===== config.mk =====
export PLATFORM = sky130hd
export DESIGN_NAME = bpmc_regbank
export DESIGN_NICKNAME = d
export VERILOG_FILES = /design/src/bpmc_pkg.sv /design/src/bpmc_timeout_counter.sv /design/src/bpmc_regbank.sv
export VERILOG_INCLUDE_DIRS = /design/src
export SDC_FILE = /design/constraint.sdc
export NUM_CORES = 1
export LEC_CHECK = 0
export ABC_CLOCK_PERIOD_IN_PS = 3750
export BUFFER_PORTS_ARGS = -buffer_cell sky130_fd_sc_hd__buf_4
export CAP_MARGIN = 25
export CELL_PAD_IN_SITES_DETAIL_PLACEMENT = 1
export CELL_PAD_IN_SITES_GLOBAL_PLACEMENT = 2
export CORE_UTILIZATION = 33
export CTS_CLUSTER_DIAMETER = 120
export DETAILED_ROUTE_END_ITERATION = 12
export GPL_TIMING_DRIVEN = 0
export PLACE_DENSITY_LB_ADDON = 0.1
export SKIP_LAST_GASP = 1
export SLEW_MARGIN = 20
export SYNTH_ARGS = -nofsm -noshare
export SYNTH_HDL_FRONTEND = slang
export SYNTH_SLANG_ARGS = --single-unit

===== constraint.sdc =====
create_clock -name clk_sys_i -period 3.75 [get_ports clk_sys_i]
set_clock_uncertainty 0.2 [all_clocks]
set_input_delay 0.75 -clock clk_sys_i [delete_from_list [all_inputs] [get_ports clk_sys_i]]
set_output_delay 0.75 -clock clk_sys_i [all_outputs]
set_load 0.005 [all_outputs]

===== src/bpmc_regs.svh =====
`ifndef BPMC_REGS_SVH
`define BPMC_REGS_SVH

// Register word offsets (byte addresses in configuration space)
`define BPMC_OFF_PM_CAP 8'h80
`define BPMC_OFF_PM_CTRL 8'h84
`define BPMC_OFF_TIMEOUT 8'h88
`define BPMC_OFF_NEXT_CAP 8'h90

// Capability header contents
`define BPMC_PM_CAP_ID 8'h01
`define BPMC_PM_NEXT_PTR 8'h90
`define BPMC_PM_REVISION 3'h2
`define BPMC_NEXT_CAP_ID 8'h06
`define BPMC_NEXT_CAP_PTR 8'h00

// Field positions in the capability dword
`define BPMC_CAP_ID_LSB 0
`define BPMC_CAP_PTR_LSB 8
`define BPMC_CAP_REV_LSB 16
`define BPMC_CAP_D1_BIT 25
`define BPMC_CAP_D2_BIT 26

// Field positions in the control dword
`define BPMC_PS_LSB 0
`define BPMC_CLK_STOP_BIT 22
`define BPMC_STRAP_BIT 23

// Field positions in the timeout dword
`define BPMC_PRI_TMO_LSB 0
`define BPMC_SEC_TMO_LSB 16

// Reset values
`define BPMC_TMO_RESET 16'h8000
`define BPMC_PS_RESET 2'h0

// Internal chip reset pulse length after a D3 to D0 write
`define BPMC_SOFT_RST_NS 80
`define BPMC_CLK_PERIOD_NS 5
`define BPMC_SOFT_RST_CYCLES ((`BPMC_SOFT_RST_NS + `BPMC_CLK_PERIOD_NS - 1) / `BPMC_CLK_PERIOD_NS)

`endif


===== src/bpmc_pkg.sv =====
package bpmc_pkg;

    // Power states of the bridge
    typedef enum logic [1:0] {
        BPMC_D0 = 2'b00,
        BPMC_D1 = 2'b01,
        BPMC_D2 = 2'b10,
        BPMC_D3 = 2'b11
    } bpmc_pstate_type;

    // Internal reset sequencer states
    typedef enum logic [0:0] {
        BPMC_RUN = 1'b0,
        BPMC_SOFT_RST = 1'b1
    } bpmc_rst_state_type;

    // Timeout counter states
    typedef enum logic [1:0] {
        BPMC_TMO_IDLE = 2'b00,
        BPMC_TMO_COUNT = 2'b01,
        BPMC_TMO_DONE = 2'b10
    } bpmc_tmo_state_type;

endpackage


===== src/bpmc_timeout_counter.sv =====
`timescale 1ns/1ps

module bpmc_timeout_counter
    import bpmc_pkg::*;
#(
    parameter int WIDTH = 16
) (
    input wire logic clk_sys_i, // System clock
    input wire logic reset_n_i, // Asynchronous reset, active low
    input wire logic clear_i, // Internal chip reset
    input wire logic pending_i, // Completed delayed transaction waits
    input wire logic [WIDTH-1:0] limit_i, // Programmed timeout in clocks
    output logic discard_o // One-cycle discard pulse
);

    bpmc_tmo_state_type state_q, state_d; // Counter state
    logic [WIDTH-1:0] count_q, count_d; // Clocks waited so far
    logic discard_q, discard_d; // Registered discard pulse
    logic [WIDTH:0] count_next; // Count plus one, one bit wider

    assign count_next = {1'b0, count_q} + {{WIDTH{1'b0}}, 1'b1};

    // Next state: count while pending, discard on reaching the limit
    always_comb begin
        state_d = state_q;
        count_d = count_q;
        discard_d = 1'b0;
        case (state_q)
            BPMC_TMO_IDLE: begin
                count_d = '0;
                if (pending_i) begin
                    state_d = BPMC_TMO_COUNT;
                end
            end
            BPMC_TMO_COUNT: begin
                if (!pending_i) begin
                    // Initiator retried in time
                    state_d = BPMC_TMO_IDLE;
                    count_d = '0;
                end else if (count_next >= {1'b0, limit_i}) begin
                    state_d = BPMC_TMO_DONE;
                    discard_d = 1'b1;
                end else begin
                    count_d = count_next[WIDTH-1:0];
                end
            end
            BPMC_TMO_DONE: begin
                // Wait until the discarded transaction is gone
                count_d = '0;
                if (!pending_i) begin
                    state_d = BPMC_TMO_IDLE;
                end
            end
            default: begin
                state_d = BPMC_TMO_IDLE;
                count_d = '0;
            end
        endcase
        if (clear_i) begin
            state_d = BPMC_TMO_IDLE;
            count_d = '0;
            discard_d = 1'b0;
        end
    end

    // State registers
    always_ff @(posedge clk_sys_i or negedge reset_n_i) begin
        if (!reset_n_i) begin
            state_q <= BPMC_TMO_IDLE;
            count_q <= '0;
            discard_q <= 1'b0;
        end else begin
            state_q <= state_d;
            count_q <= count_d;
            discard_q <= discard_d;
        end
    end

    assign discard_o = discard_q;

endmodule // bpmc_timeout_counter


===== src/bpmc_regbank.sv =====
`timescale 1ns/1ps
`include "bpmc_regs.svh"

module bpmc_regbank
    import bpmc_pkg::*;
#(
    parameter int TMO_WIDTH = 16,
    parameter logic [3:0] PSTATE_IMPL = 4'hF,
    parameter int SOFT_RST_CYCLES = `BPMC_SOFT_RST_CYCLES
) (
    input wire logic clk_sys_i, // System clock, 200 MHz
    input wire logic reset_n_i, // Asynchronous reset, active low
    input wire logic [7:0] cfg_addr_i, // Configuration byte address
    input wire logic [31:0] cfg_wdata_i, // Write data
    input wire logic [3:0] cfg_be_i, // Byte enables, active high
    input wire logic cfg_wr_i, // Write strobe
    input wire logic cfg_rd_i, // Read strobe
    output logic [31:0] cfg_rdata_o, // Read data, one cycle later
    input wire logic bus_power_clock_strap_i, // Strap pin, asynchronous
    input wire logic sec_bus_reset_req_i, // Secondary reset request
    input wire logic pri_dly_pending_i, // Primary delayed completion waits
    input wire logic sec_dly_pending_i, // Secondary delayed completion waits
    output logic chip_soft_reset_o, // Internal chip reset, active high
    output logic sec_bus_reset_o, // Secondary bus reset, active high
    output logic [1:0] power_state_o, // Current power state
    output logic d3hot_clock_stop_o, // Drive secondary clocks low
    output logic pri_discard_o, // Primary transaction discard pulse
    output logic sec_discard_o // Secondary transaction discard pulse
);

    ////////////////////////////////////////////////////////////////////
    // Declarations
    ////////////////////////////////////////////////////////////////////

    localparam int RST_CNT_W = 8;
    localparam logic [RST_CNT_W-1:0] RST_LEN = RST_CNT_W'(SOFT_RST_CYCLES);

    logic strap_meta_q; // First synchroniser stage
    logic strap_sync_q; // Second synchroniser stage

    bpmc_pstate_type pstate_q, pstate_d; // Power state field
    logic [TMO_WIDTH-1:0] pri_tmo_q, pri_tmo_d; // Primary timeout value
    logic [TMO_WIDTH-1:0] sec_tmo_q, sec_tmo_d; // Secondary timeout value
    logic [31:0] rdata_q, rdata_d; // Read data register

    bpmc_rst_state_type rst_state_q, rst_state_d; // Reset sequencer
    logic [RST_CNT_W-1:0] rst_cnt_q, rst_cnt_d; // Soft reset length
    logic soft_rst_q, soft_rst_d; // Soft reset output flop
    logic sec_rst_q, sec_rst_d; // Secondary reset output flop
    logic clk_stop_q, clk_stop_d; // Clock stop output flop

    logic sel_cap; // Access hits capability dword
    logic sel_ctrl; // Access hits control dword
    logic sel_tmo; // Access hits timeout dword
    logic sel_next; // Access hits next capability dword
    logic wr_ctrl_b0; // Write to power state byte
    logic [1:0] ps_wdata; // Power state write value
    logic ps_legal; // Written state is implemented
    logic d3_to_d0; // Write leaves D3 for D0
    logic [31:0] cap_word; // Capability dword image
    logic [31:0] ctrl_word; // Control dword image
    logic [31:0] tmo_word; // Timeout dword image
    logic [31:0] next_word; // Next capability dword image

    ////////////////////////////////////////////////////////////////////
    // Address decode
    ////////////////////////////////////////////////////////////////////

    // Word select from the dword address, byte lanes from enables
    assign sel_cap = ({cfg_addr_i[7:2], 2'b00} == `BPMC_OFF_PM_CAP);
    assign sel_ctrl = ({cfg_addr_i[7:2], 2'b00} == `BPMC_OFF_PM_CTRL);
    assign sel_tmo = ({cfg_addr_i[7:2], 2'b00} == `BPMC_OFF_TIMEOUT);
    assign sel_next = ({cfg_addr_i[7:2], 2'b00} == `BPMC_OFF_NEXT_CAP);

    // Power state write only through the low byte lane
    assign wr_ctrl_b0 = cfg_wr_i && sel_ctrl && cfg_be_i[0];
    assign ps_wdata = cfg_wdata_i[`BPMC_PS_LSB +: 2];
    assign ps_legal = PSTATE_IMPL[ps_wdata];
    assign d3_to_d0 = wr_ctrl_b0 && (pstate_q == BPMC_D3) && (ps_wdata == BPMC_D0);

    ////////////////////////////////////////////////////////////////////
    // Strap synchroniser
    ////////////////////////////////////////////////////////////////////

    // Two stages before the strap is used anywhere
    always_ff @(posedge clk_sys_i or negedge reset_n_i) begin
        if (!reset_n_i) begin
            strap_meta_q <= 1'b0;
            strap_sync_q <= 1'b0;
        end else begin
            strap_meta_q <= bus_power_clock_strap_i;
            strap_sync_q <= strap_meta_q;
        end
    end

    ////////////////////////////////////////////////////////////////////
    // Read images
    ////////////////////////////////////////////////////////////////////

    // Capability dword: constants only, all other bits zero
    always_comb begin
        cap_word = 32'h0000_0000;
        cap_word[`BPMC_CAP_ID_LSB +: 8] = `BPMC_PM_CAP_ID;
        cap_word[`BPMC_CAP_PTR_LSB +: 8] = `BPMC_PM_NEXT_PTR;
        cap_word[`BPMC_CAP_REV_LSB +: 3] = `BPMC_PM_REVISION;
        cap_word[`BPMC_CAP_D1_BIT] = 1'b1;
        cap_word[`BPMC_CAP_D2_BIT] = 1'b1;
    end

    // Control dword: state field plus strap-reflected bits
    always_comb begin
        // PME bits, data fields, reserved bits and data byte are zero
        ctrl_word = 32'h0000_0000;
        ctrl_word[`BPMC_PS_LSB +: 2] = pstate_q;
        ctrl_word[`BPMC_CLK_STOP_BIT] = strap_sync_q;
        ctrl_word[`BPMC_STRAP_BIT] = strap_sync_q;
    end

    // Timeout dword: both counter limits
    always_comb begin
        tmo_word = 32'h0000_0000;
        tmo_word[`BPMC_PRI_TMO_LSB +: 16] = pri_tmo_q;
        tmo_word[`BPMC_SEC_TMO_LSB +: 16] = sec_tmo_q;
    end

    // Header of the following capability structure
    always_comb begin
        next_word = 32'h0000_0000;
        next_word[`BPMC_CAP_ID_LSB +: 8] = `BPMC_NEXT_CAP_ID;
        next_word[`BPMC_CAP_PTR_LSB +: 8] = `BPMC_NEXT_CAP_PTR;
    end

    ////////////////////////////////////////////////////////////////////
    // Register file next values
    ////////////////////////////////////////////////////////////////////

    // Writes by byte lane; soft reset restores the defaults
    always_comb begin
        pstate_d = pstate_q;
        pri_tmo_d = pri_tmo_q;
        sec_tmo_d = sec_tmo_q;
        if (soft_rst_q) begin
            // Whole chip reset brings back reset values
            pstate_d = BPMC_D0;
            pri_tmo_d = `BPMC_TMO_RESET;
            sec_tmo_d = `BPMC_TMO_RESET;
        end else if (cfg_wr_i) begin
            // Power state: illegal values are silently dropped
            if (wr_ctrl_b0 && ps_legal) begin
                pstate_d = bpmc_pstate_type'(ps_wdata);
            end
            // Primary timeout, low and high byte
            if (sel_tmo && cfg_be_i[0]) begin
                pri_tmo_d[7:0] = cfg_wdata_i[7:0];
            end
            if (sel_tmo && cfg_be_i[1]) begin
                pri_tmo_d[15:8] = cfg_wdata_i[15:8];
            end
            // Secondary timeout, low and high byte
            if (sel_tmo && cfg_be_i[2]) begin
                sec_tmo_d[7:0] = cfg_wdata_i[23:16];
            end
            if (sel_tmo && cfg_be_i[3]) begin
                sec_tmo_d[15:8] = cfg_wdata_i[31:24];
            end
        end
    end

    // Read data: valid only in the cycle after the strobe
    always_comb begin
        rdata_d = 32'h0000_0000;
        if (cfg_rd_i) begin
            if (sel_cap) begin
                rdata_d = cap_word;
            end else if (sel_ctrl) begin
                rdata_d = ctrl_word;
            end else if (sel_tmo) begin
                rdata_d = tmo_word;
            end else if (sel_next) begin
                rdata_d = next_word;
            end else begin
                // Unmapped address reads zero
                rdata_d = 32'h0000_0000;
            end
        end
    end

    // Register file flops
    always_ff @(posedge clk_sys_i or negedge reset_n_i) begin
        if (!reset_n_i) begin
            pstate_q <= BPMC_D0;
            pri_tmo_q <= `BPMC_TMO_RESET;
            sec_tmo_q <= `BPMC_TMO_RESET;
            rdata_q <= 32'h0000_0000;
        end else begin
            pstate_q <= pstate_d;
            pri_tmo_q <= pri_tmo_d;
            sec_tmo_q <= sec_tmo_d;
            rdata_q <= rdata_d;
        end
    end

    ////////////////////////////////////////////////////////////////////
    // Internal reset sequencer
    ////////////////////////////////////////////////////////////////////

    // Holds chip reset for a fixed time after a D3 to D0 write
    always_comb begin
        rst_state_d = rst_state_q;
        rst_cnt_d = rst_cnt_q;
        soft_rst_d = 1'b0;
        case (rst_state_q)
            BPMC_RUN: begin
                rst_cnt_d = '0;
                if (d3_to_d0) begin
                    rst_state_d = BPMC_SOFT_RST;
                    soft_rst_d = 1'b1;
                end
            end
            BPMC_SOFT_RST: begin
                if (rst_cnt_q + 8'h01 >= RST_LEN) begin
                    // Pulse length reached, release
                    rst_state_d = BPMC_RUN;
                    rst_cnt_d = '0;
                end else begin
                    rst_cnt_d = rst_cnt_q + 8'h01;
                    soft_rst_d = 1'b1;
                end
            end
            default: begin
                rst_state_d = BPMC_RUN;
                rst_cnt_d = '0;
            end
        endcase
    end

    // Outputs toward the rest of the bridge
    always_comb begin
        // Secondary reset is masked while the chip resets itself
        sec_rst_d = sec_bus_reset_req_i && !soft_rst_d;
        // Secondary clocks stop only in D3 with the strap high
        clk_stop_d = strap_sync_q && (pstate_d == BPMC_D3) && !soft_rst_d;
    end

    // Sequencer and output flops
    always_ff @(posedge clk_sys_i or negedge reset_n_i) begin
        if (!reset_n_i) begin
            rst_state_q <= BPMC_RUN;
            rst_cnt_q <= '0;
            soft_rst_q <= 1'b0;
            sec_rst_q <= 1'b0;
            clk_stop_q <= 1'b0;
        end else begin
            rst_state_q <= rst_state_d;
            rst_cnt_q <= rst_cnt_d;
            soft_rst_q <= soft_rst_d;
            sec_rst_q <= sec_rst_d;
            clk_stop_q <= clk_stop_d;
        end
    end

    ////////////////////////////////////////////////////////////////////
    // Master timeout counters
    ////////////////////////////////////////////////////////////////////

    // Primary side delayed completion timer
    bpmc_timeout_counter #(
        .WIDTH(TMO_WIDTH)
    ) u_pri_tmo (
        .clk_sys_i(clk_sys_i),
        .reset_n_i(reset_n_i),
        .clear_i(soft_rst_q),
        .pending_i(pri_dly_pending_i),
        .limit_i(pri_tmo_q),
        .discard_o(pri_discard_o)
    );

    // Secondary side delayed completion timer
    bpmc_timeout_counter #(
        .WIDTH(TMO_WIDTH)
    ) u_sec_tmo (
        .clk_sys_i(clk_sys_i),
        .reset_n_i(reset_n_i),
        .clear_i(soft_rst_q),
        .pending_i(sec_dly_pending_i),
        .limit_i(sec_tmo_q),
        .discard_o(sec_discard_o)
    );

    ////////////////////////////////////////////////////////////////////
    // Output assignments
    ////////////////////////////////////////////////////////////////////

    assign cfg_rdata_o = rdata_q;
    assign chip_soft_reset_o = soft_rst_q;
    assign sec_bus_reset_o = sec_rst_q;
    assign power_state_o = pstate_q;
    assign d3hot_clock_stop_o = clk_stop_q;

endmodule // bpmc_regbank


# Word level (Yosys, flattened, before mapping)
# Index checks and enable logic that the tools add are counted.
[classes]
addsub = 3
n_mul = 0
div_mod_pow = 0
n_lt_le_gt_ge = 4
eq_ne = 18
shift = 0
muxes = 51
bitwise_logic = 1
reduce_logical = 27
[op_table]
columns = ["cell", "count"]
rows = [
  ["$mux W16", 12],
  ["$mux W32", 4],
  ["$mux W8", 5],
  ["$add A16 B1 Y17 const B", 2],
  ["$ge A17 B16 Y1", 2],
  ["$mux W2", 13],
  ["$eq A6 B6 Y1 const B", 4],
  ["$pmux W8 S2", 1],
  ["$logic_and A1 B1 Y1", 12],
  ["$ne A3 B3 Y1 const B", 4],
  ["$pmux W2 S3", 2],
  ["$mux W1", 11],
  ["$reduce_bool A2 Y1", 5],
  ["$add A8 B1 Y8 const B", 1],
  ["$eq A2 B2 Y1 const B", 4],
  ["$ge A8 B5 Y1 const B", 1],
  ["$ne A4 B3 Y1 const B", 2],
  ["$ne A4 B4 Y1 const B", 2],
  ["$reduce_and A2 Y1", 4],
  ["$logic_not A2 Y1", 3],
  ["$reduce_and A3 Y1", 2],
  ["$eq A2 B1 Y1 const B", 2],
  ["$lt A2 B3 Y1 const B", 1],
  ["$mux W3", 1],
  ["other kinds (4)", 4],
]
[totals]
ff_bits = 117
latchBits = 0
ramBits = 0
romBits = 0
inputBits = 52
output_inout_bits = 39
wordCells = 122
mem_count = 0

# Logic depth before layout (Yosys ltp)
[logic_depth]
ltp_word = 10
mapped_depth = 16
ltp_nobuf = 13

# By module
# From an unflattened synthesis, not the netlist that was laid out.
[hier_totals]
hier_cells = 669
hier_area_um2 = 6632.6
[by_module_without_submodules]
columns = ["module", "n_inst", "cells_per_inst", "area_each_um2", "seq_area_each_um2"]
rows = [
  ["bpmc_regbank", 1, 285, 3462.1, 1979.4],
  ["bpmc_timeout_counter", 2, 192, 1585.3, 475.5],
]

# Worst setup path after synthesis
# OpenSTA, ideal clock, no wires.
[synth_timing]
kind = "register to register"
from = "reg u_sec_tmo.count_q[0]"
to = "reg u_sec_tmo.count_q[9]"
setup_ns = 0.078
arrival_time_ns = 3.493
required_time_ns = 3.472
path_slack_ns = -0.021
path_stages_with_launch = 13
path_buffers = 1
period_less_slack_ns = 3.771
cell_sequence = "dfrtp_1 > nand3_2 > or4_4 > or4_4 > xnor2_1 > ha_1 > nand3_1 > nor3_1 > a311oi_1 > nand3_1 > clkbuf_1 > or3_2 > a21oi_1"
[synth_via]
elab_chain_len = 5
elab_cells_between_ends = 7
cone_classes = "1 x add/sub; 1 x order compare; 1 x eq/ne; 4 x mux"
[synth_rtl]
columns = ["element", "line_no", "source"]
rows = [
  ["from (decl)", "bpmc_timeout_counter.sv:17", "logic [WIDTH-1:0] count_q, count_d;"],
  ["from (signal assigned)", "bpmc_timeout_counter.sv:74", "count_q <= count_d;"],
  ["$add A16 B1 Y17 *", "bpmc_timeout_counter.sv:21", "assign count_next = {1'b0, count_q} + {{WIDTH{1'b0}}, 1'b1};"],
  ["branches (longest 4 deep; another with $ge A17 B16 Y1)", "n/a", ""],
]
# Every way passes the cells marked *. The select of a mux whose other input is x is not followed.
# A chain may end at the register's enable or synchronous reset.

# Final worst setup path
[layout_timing]
from = "reg u_sec_tmo.count_q[1]"
to = "reg u_sec_tmo.count_q[9]"
# The elaborated chain is that of the path after synthesis.

==> summary.md <==
| Metric | Value |
|---|---|
| Outcome | `finished clean` |
| Minimum clock period | `3.72 ns` |
| Clock Latency Late Sink | `0.41 ns` |
| Simple-Gate Fraction of Synth Area | `18.9%` |
| Pleak | `3.73 nW` |
| Final hold slack | `0.0603 ns` |
| Flops & latches, synth | `117` |
| Critical-path cell list | `nand3_2 -> or4_4 -> or4_4 -> xnor2_2 -> ha_1 -> nor2b_4 -> a311oi_2 -> nand3_2 -> buf_4 -> or3_2 -> a21oi_1` |
| H-tree depth | `4` |
| Global-route wire length before repair | `28500 um` |
| Max_slew headroom | `42.2%` |
| CTS root buf | `clkbuf_16` |
| Ys async rst share | `100%` |
| Predominant post-synthesis flop cell | `dfrtp_1` |
| Residual DRC | `0` |
| Gr usage total | `20.6%` |
| Via/cell ratio | `5.22` |
| Antenna Nets Post-Route | `0` |
| Max-slew violations | `0` |
| Combinational Power Share | `8.6%` |
| Post-CTS Hold Fix Bufs | `0` |
| TritonCTS Sinks | `117` |
| Die Span X | `136 um` |
| Final Hold Vio Count | `0` |
| Critical path class | `reg2reg` |
| Post-synth top cells | `115 x dfrtp_1, 42 x a21oi_1, 41 x inv_1` |
| Total Wirelength | `18200 um` |
| Yosys top cell area share | `48.4%` |
| Initial antenna violation count | `0` |
| Post-synth cell types | `61` |
| Io pins | `91` |
| Internal Power | `2.33 mW` |
| Fraction of layout cells with a size suffix above 1 | `27.6%` |
| Seq/Total Area, Yosys | `49.3%` |
| RSZ-0062 raised after global routing | `true` |
| Period utilisation layout | `99.2%` |
| Peak VDD IR | `0.305 mV` |
| Synthesis Warnings | `0` |
| Slew at the pin closest to its max-slew limit | `0.863 ns` |
| Max cap viols | `0` |
| Grt ovf | `0` |
| Synth Area in Compound Gates | `14.7%` |
| Placed Area | `6950 um^2` |
| Fill count | `1934` |
| Clock power frac | `48.0%` |
| Switch share | `24.3%` |
| DRT iter0 DRCs | `212` |
| Die Span Y | `136 um` |
| CP max-delay cell | `or4_4` |
| Most common cell in the netlist | `dfrtp_1` |
| Row cnt | `48` |
| EDFF count, synth | `0` |
| Die area | `18600 um^2` |
| Total clock buffers created by CTS | `17` |
| Setup crit end kind | `flop` |
| Clock slew at reported path FFs | `0.06 ns` |
| Crit Path Max Fanout | `10` |
| Net switching power | `749 uW` |
| Largest net degree at the start of global routing | `77` |
| Initial core utilization | `34.0%` |
| First-pass detailed-route iteration total | `4` |
| # setup viols final | `0` |
| Post-synthesis to final-layout area growth | `32.1%` |
| DR WL/cell | `19.2 um` |
| Largest family of logic cells by synthesized area | `simple AND/OR/NAND/NOR gates` |
| Setup_tns | `0 ns` |
| CTS tree | `done` |
| Synth Instances | `577` |
| Buffers from clock root to sink, at most | `2` |
| Cell area after layout | `7860 um^2` |
| Mux cell area share after synthesis | `0.336%` |
| Ant. Diodes | `0` |
| Seq pwr share | `43.4%` |
| Top area cells in the synthesized netlist | `dfrtp_1 48%, ha_1 7.4%, a22o_1 4.4%` |
| Nets | `798` |
| Synthesized area | `5950 um^2` |
| Synthesized-area fraction occupied by adder cells | `7.36%` |
| Post-DP HPWL | `13200 um` |
| Fmax | `269 MHz` |
| Total number of vias | `4957` |
| Vias in the first global route | `5333` |
| Critical Path Max Stage Delay | `0.56 ns` |
| CP required | `3.88 ns` |
| Post-synth top area cell | `dfrtp_1` |
| Crit start category | `flop` |
| Worst min path class | `in2async` |
| Synth Area in XOR/XNOR | `5.15%` |
| Number of port buffers | `88` |
| Avg Inst Size Synth | `10.3 um^2` |
| Power Density | `392 nW/um^2` |
| Core area | `17500 um^2` |
| Routability cong. | `0.788` |
| Worst path arrival time | `3.85 ns` |
## worst paths after layout
path / slack, ns / start / end / cells after the start
hold reg to reg: 0.15 / strap_meta_q$_DFF_PN0_ / strap_sync_q$_DFF_PN0_ / 0
setup reg to reg: 0.03 / u_sec_tmo.count_q[1]$_DFFE_PN0P_ / u_sec_tmo.count_q[9]$_DFFE_PN0P_ / 11
min in group clk_sys_i: 0.15 / strap_meta_q$_DFF_PN0_ / strap_sync_q$_DFF_PN0_ / 0
max in group asynchronous: 2.54 / reset_n_i / pri_tmo_q[15]$_DFFE_PN1P_ / 2
setup / recovery: 0.03 / u_sec_tmo.count_q[1]$_DFFE_PN0P_ / u_sec_tmo.count_q[9]$_DFFE_PN0P_ / 11
hold / removal: 0.06 / reset_n_i / rst_cnt_q[0]$_DFF_PN0_ / 1
## cell families (layout without fill, tap and decap cells)
family | Yosys count | after routing
mux | 2 | 2
compound gates | 130 | 130
fa+ha+maj | 35 | 35
xor+xnor | 35 | 35
buf+inv | 65 | 209
flops | 117 | 117
simple gates | 192 | 192
other cells | 1 | 4
## worst max-delay path: cells and delay by family, from the launching register on
family	cells	cell delay, ns
adder cells (fa/ha/maj)	1	0.34
buffers and inverters	1	0.20
flip-flops	1	0.42
XOR/XNOR	1	0.15
AND/OR/NAND/NOR	6	1.82
AO/OA/AOI/OAI	2	0.49
## sequential cells by signal, summed over array words and instances, names as in the netlist
| name | flops |
|---|---|
| u_pri_tmo.count_q | 16 |
| u_sec_tmo.state_q | 2 |
| strap_meta_q | 1 |
| chip_soft_reset_o | 1 |
| u_sec_tmo.discard_o | 1 |
| sec_tmo_q | 16 |
| power_state_o | 2 |
| sec_bus_reset_o | 1 |
| d3hot_clock_stop_o | 1 |
| cfg_rdata_o | 32 |
| u_pri_tmo.state_q | 2 |
| pri_tmo_q | 16 |
| u_sec_tmo.count_q | 16 |
| u_pri_tmo.discard_o | 1 |
| rst_cnt_q | 8 |
| strap_sync_q | 1 |
## metal layers
| layer | vias up | track usage [%] | part of all wire, % |
|---|---|---|---|
| met1 | 2529 | 23.7 | 42 |
| met2 | 48 | 37.7 | 54 |
| met5 | - | 0 | 0 |
| li1 | 2366 | - | - |
| met3 | 14 | 4.33 | 2.0 |
| met4 | 0 | 6.23 | 1.2 |
## power groups by stage
stage	Clock, mW	Combinational, mW	Sequential [mW]
4_1_cts	1.51	0.260	1.34
3_3_place_gp	0	0.236	1.36
3_5_place_dp	0	0.248	1.36
2_1_floorplan	0	0.119	1.35
5_1_grt	1.57	0.299	1.34
6_report	1.48	0.265	1.34
## placed cells by master, fill, tap and decap left out, types with 18 or more instances in the layout
cell type    n
inv_1       41
clkbuf_1    18
a22o_1      30
a21oi_1     41
buf_4      111
nand2_1     26
xnor2_1     21
and3_1      27
dfrtp_1    105
nor2_1      24
o21ai_0     18
ha_1        33
## repair_timing
item | 4_1_cts | 5_1_grt
setup buffers | 7 | 17
resized for setup | 30 | 24
pin swaps | 4 | 15
endpoints found under the setup margin | 35 | 21
hold endpoints to repair | 0 | 0
## stage by stage
stage                     utilization, %  total power [mW]  worst slack (ns)  std cells
final                               45.0              3.08            0.0309        949
after global placement              39.5              1.59            -0.675        893
after detailed placement            39.7              1.61            -0.804        894
after floorplan                        -              1.46             0.121        580
after global routing                45.0              3.21           -0.0642        949
after CTS                           43.7              3.11          -0.00110        932
## layout make-up
class                      instances  area, um^2  share of cell area (%)
buffer                            23         103                    1.31
clock buffer                      27         503                    6.40
clock inverter                     5        27.5                   0.350
inverter                          41         154                    1.96
multi-input combinational        398        2970                    37.8
sequential                       117        2940                    37.5
tap                              225         282                    3.58
timing repair buffer             113         880                    11.2
No activity file was read; power rests on OpenSTA's default activity.
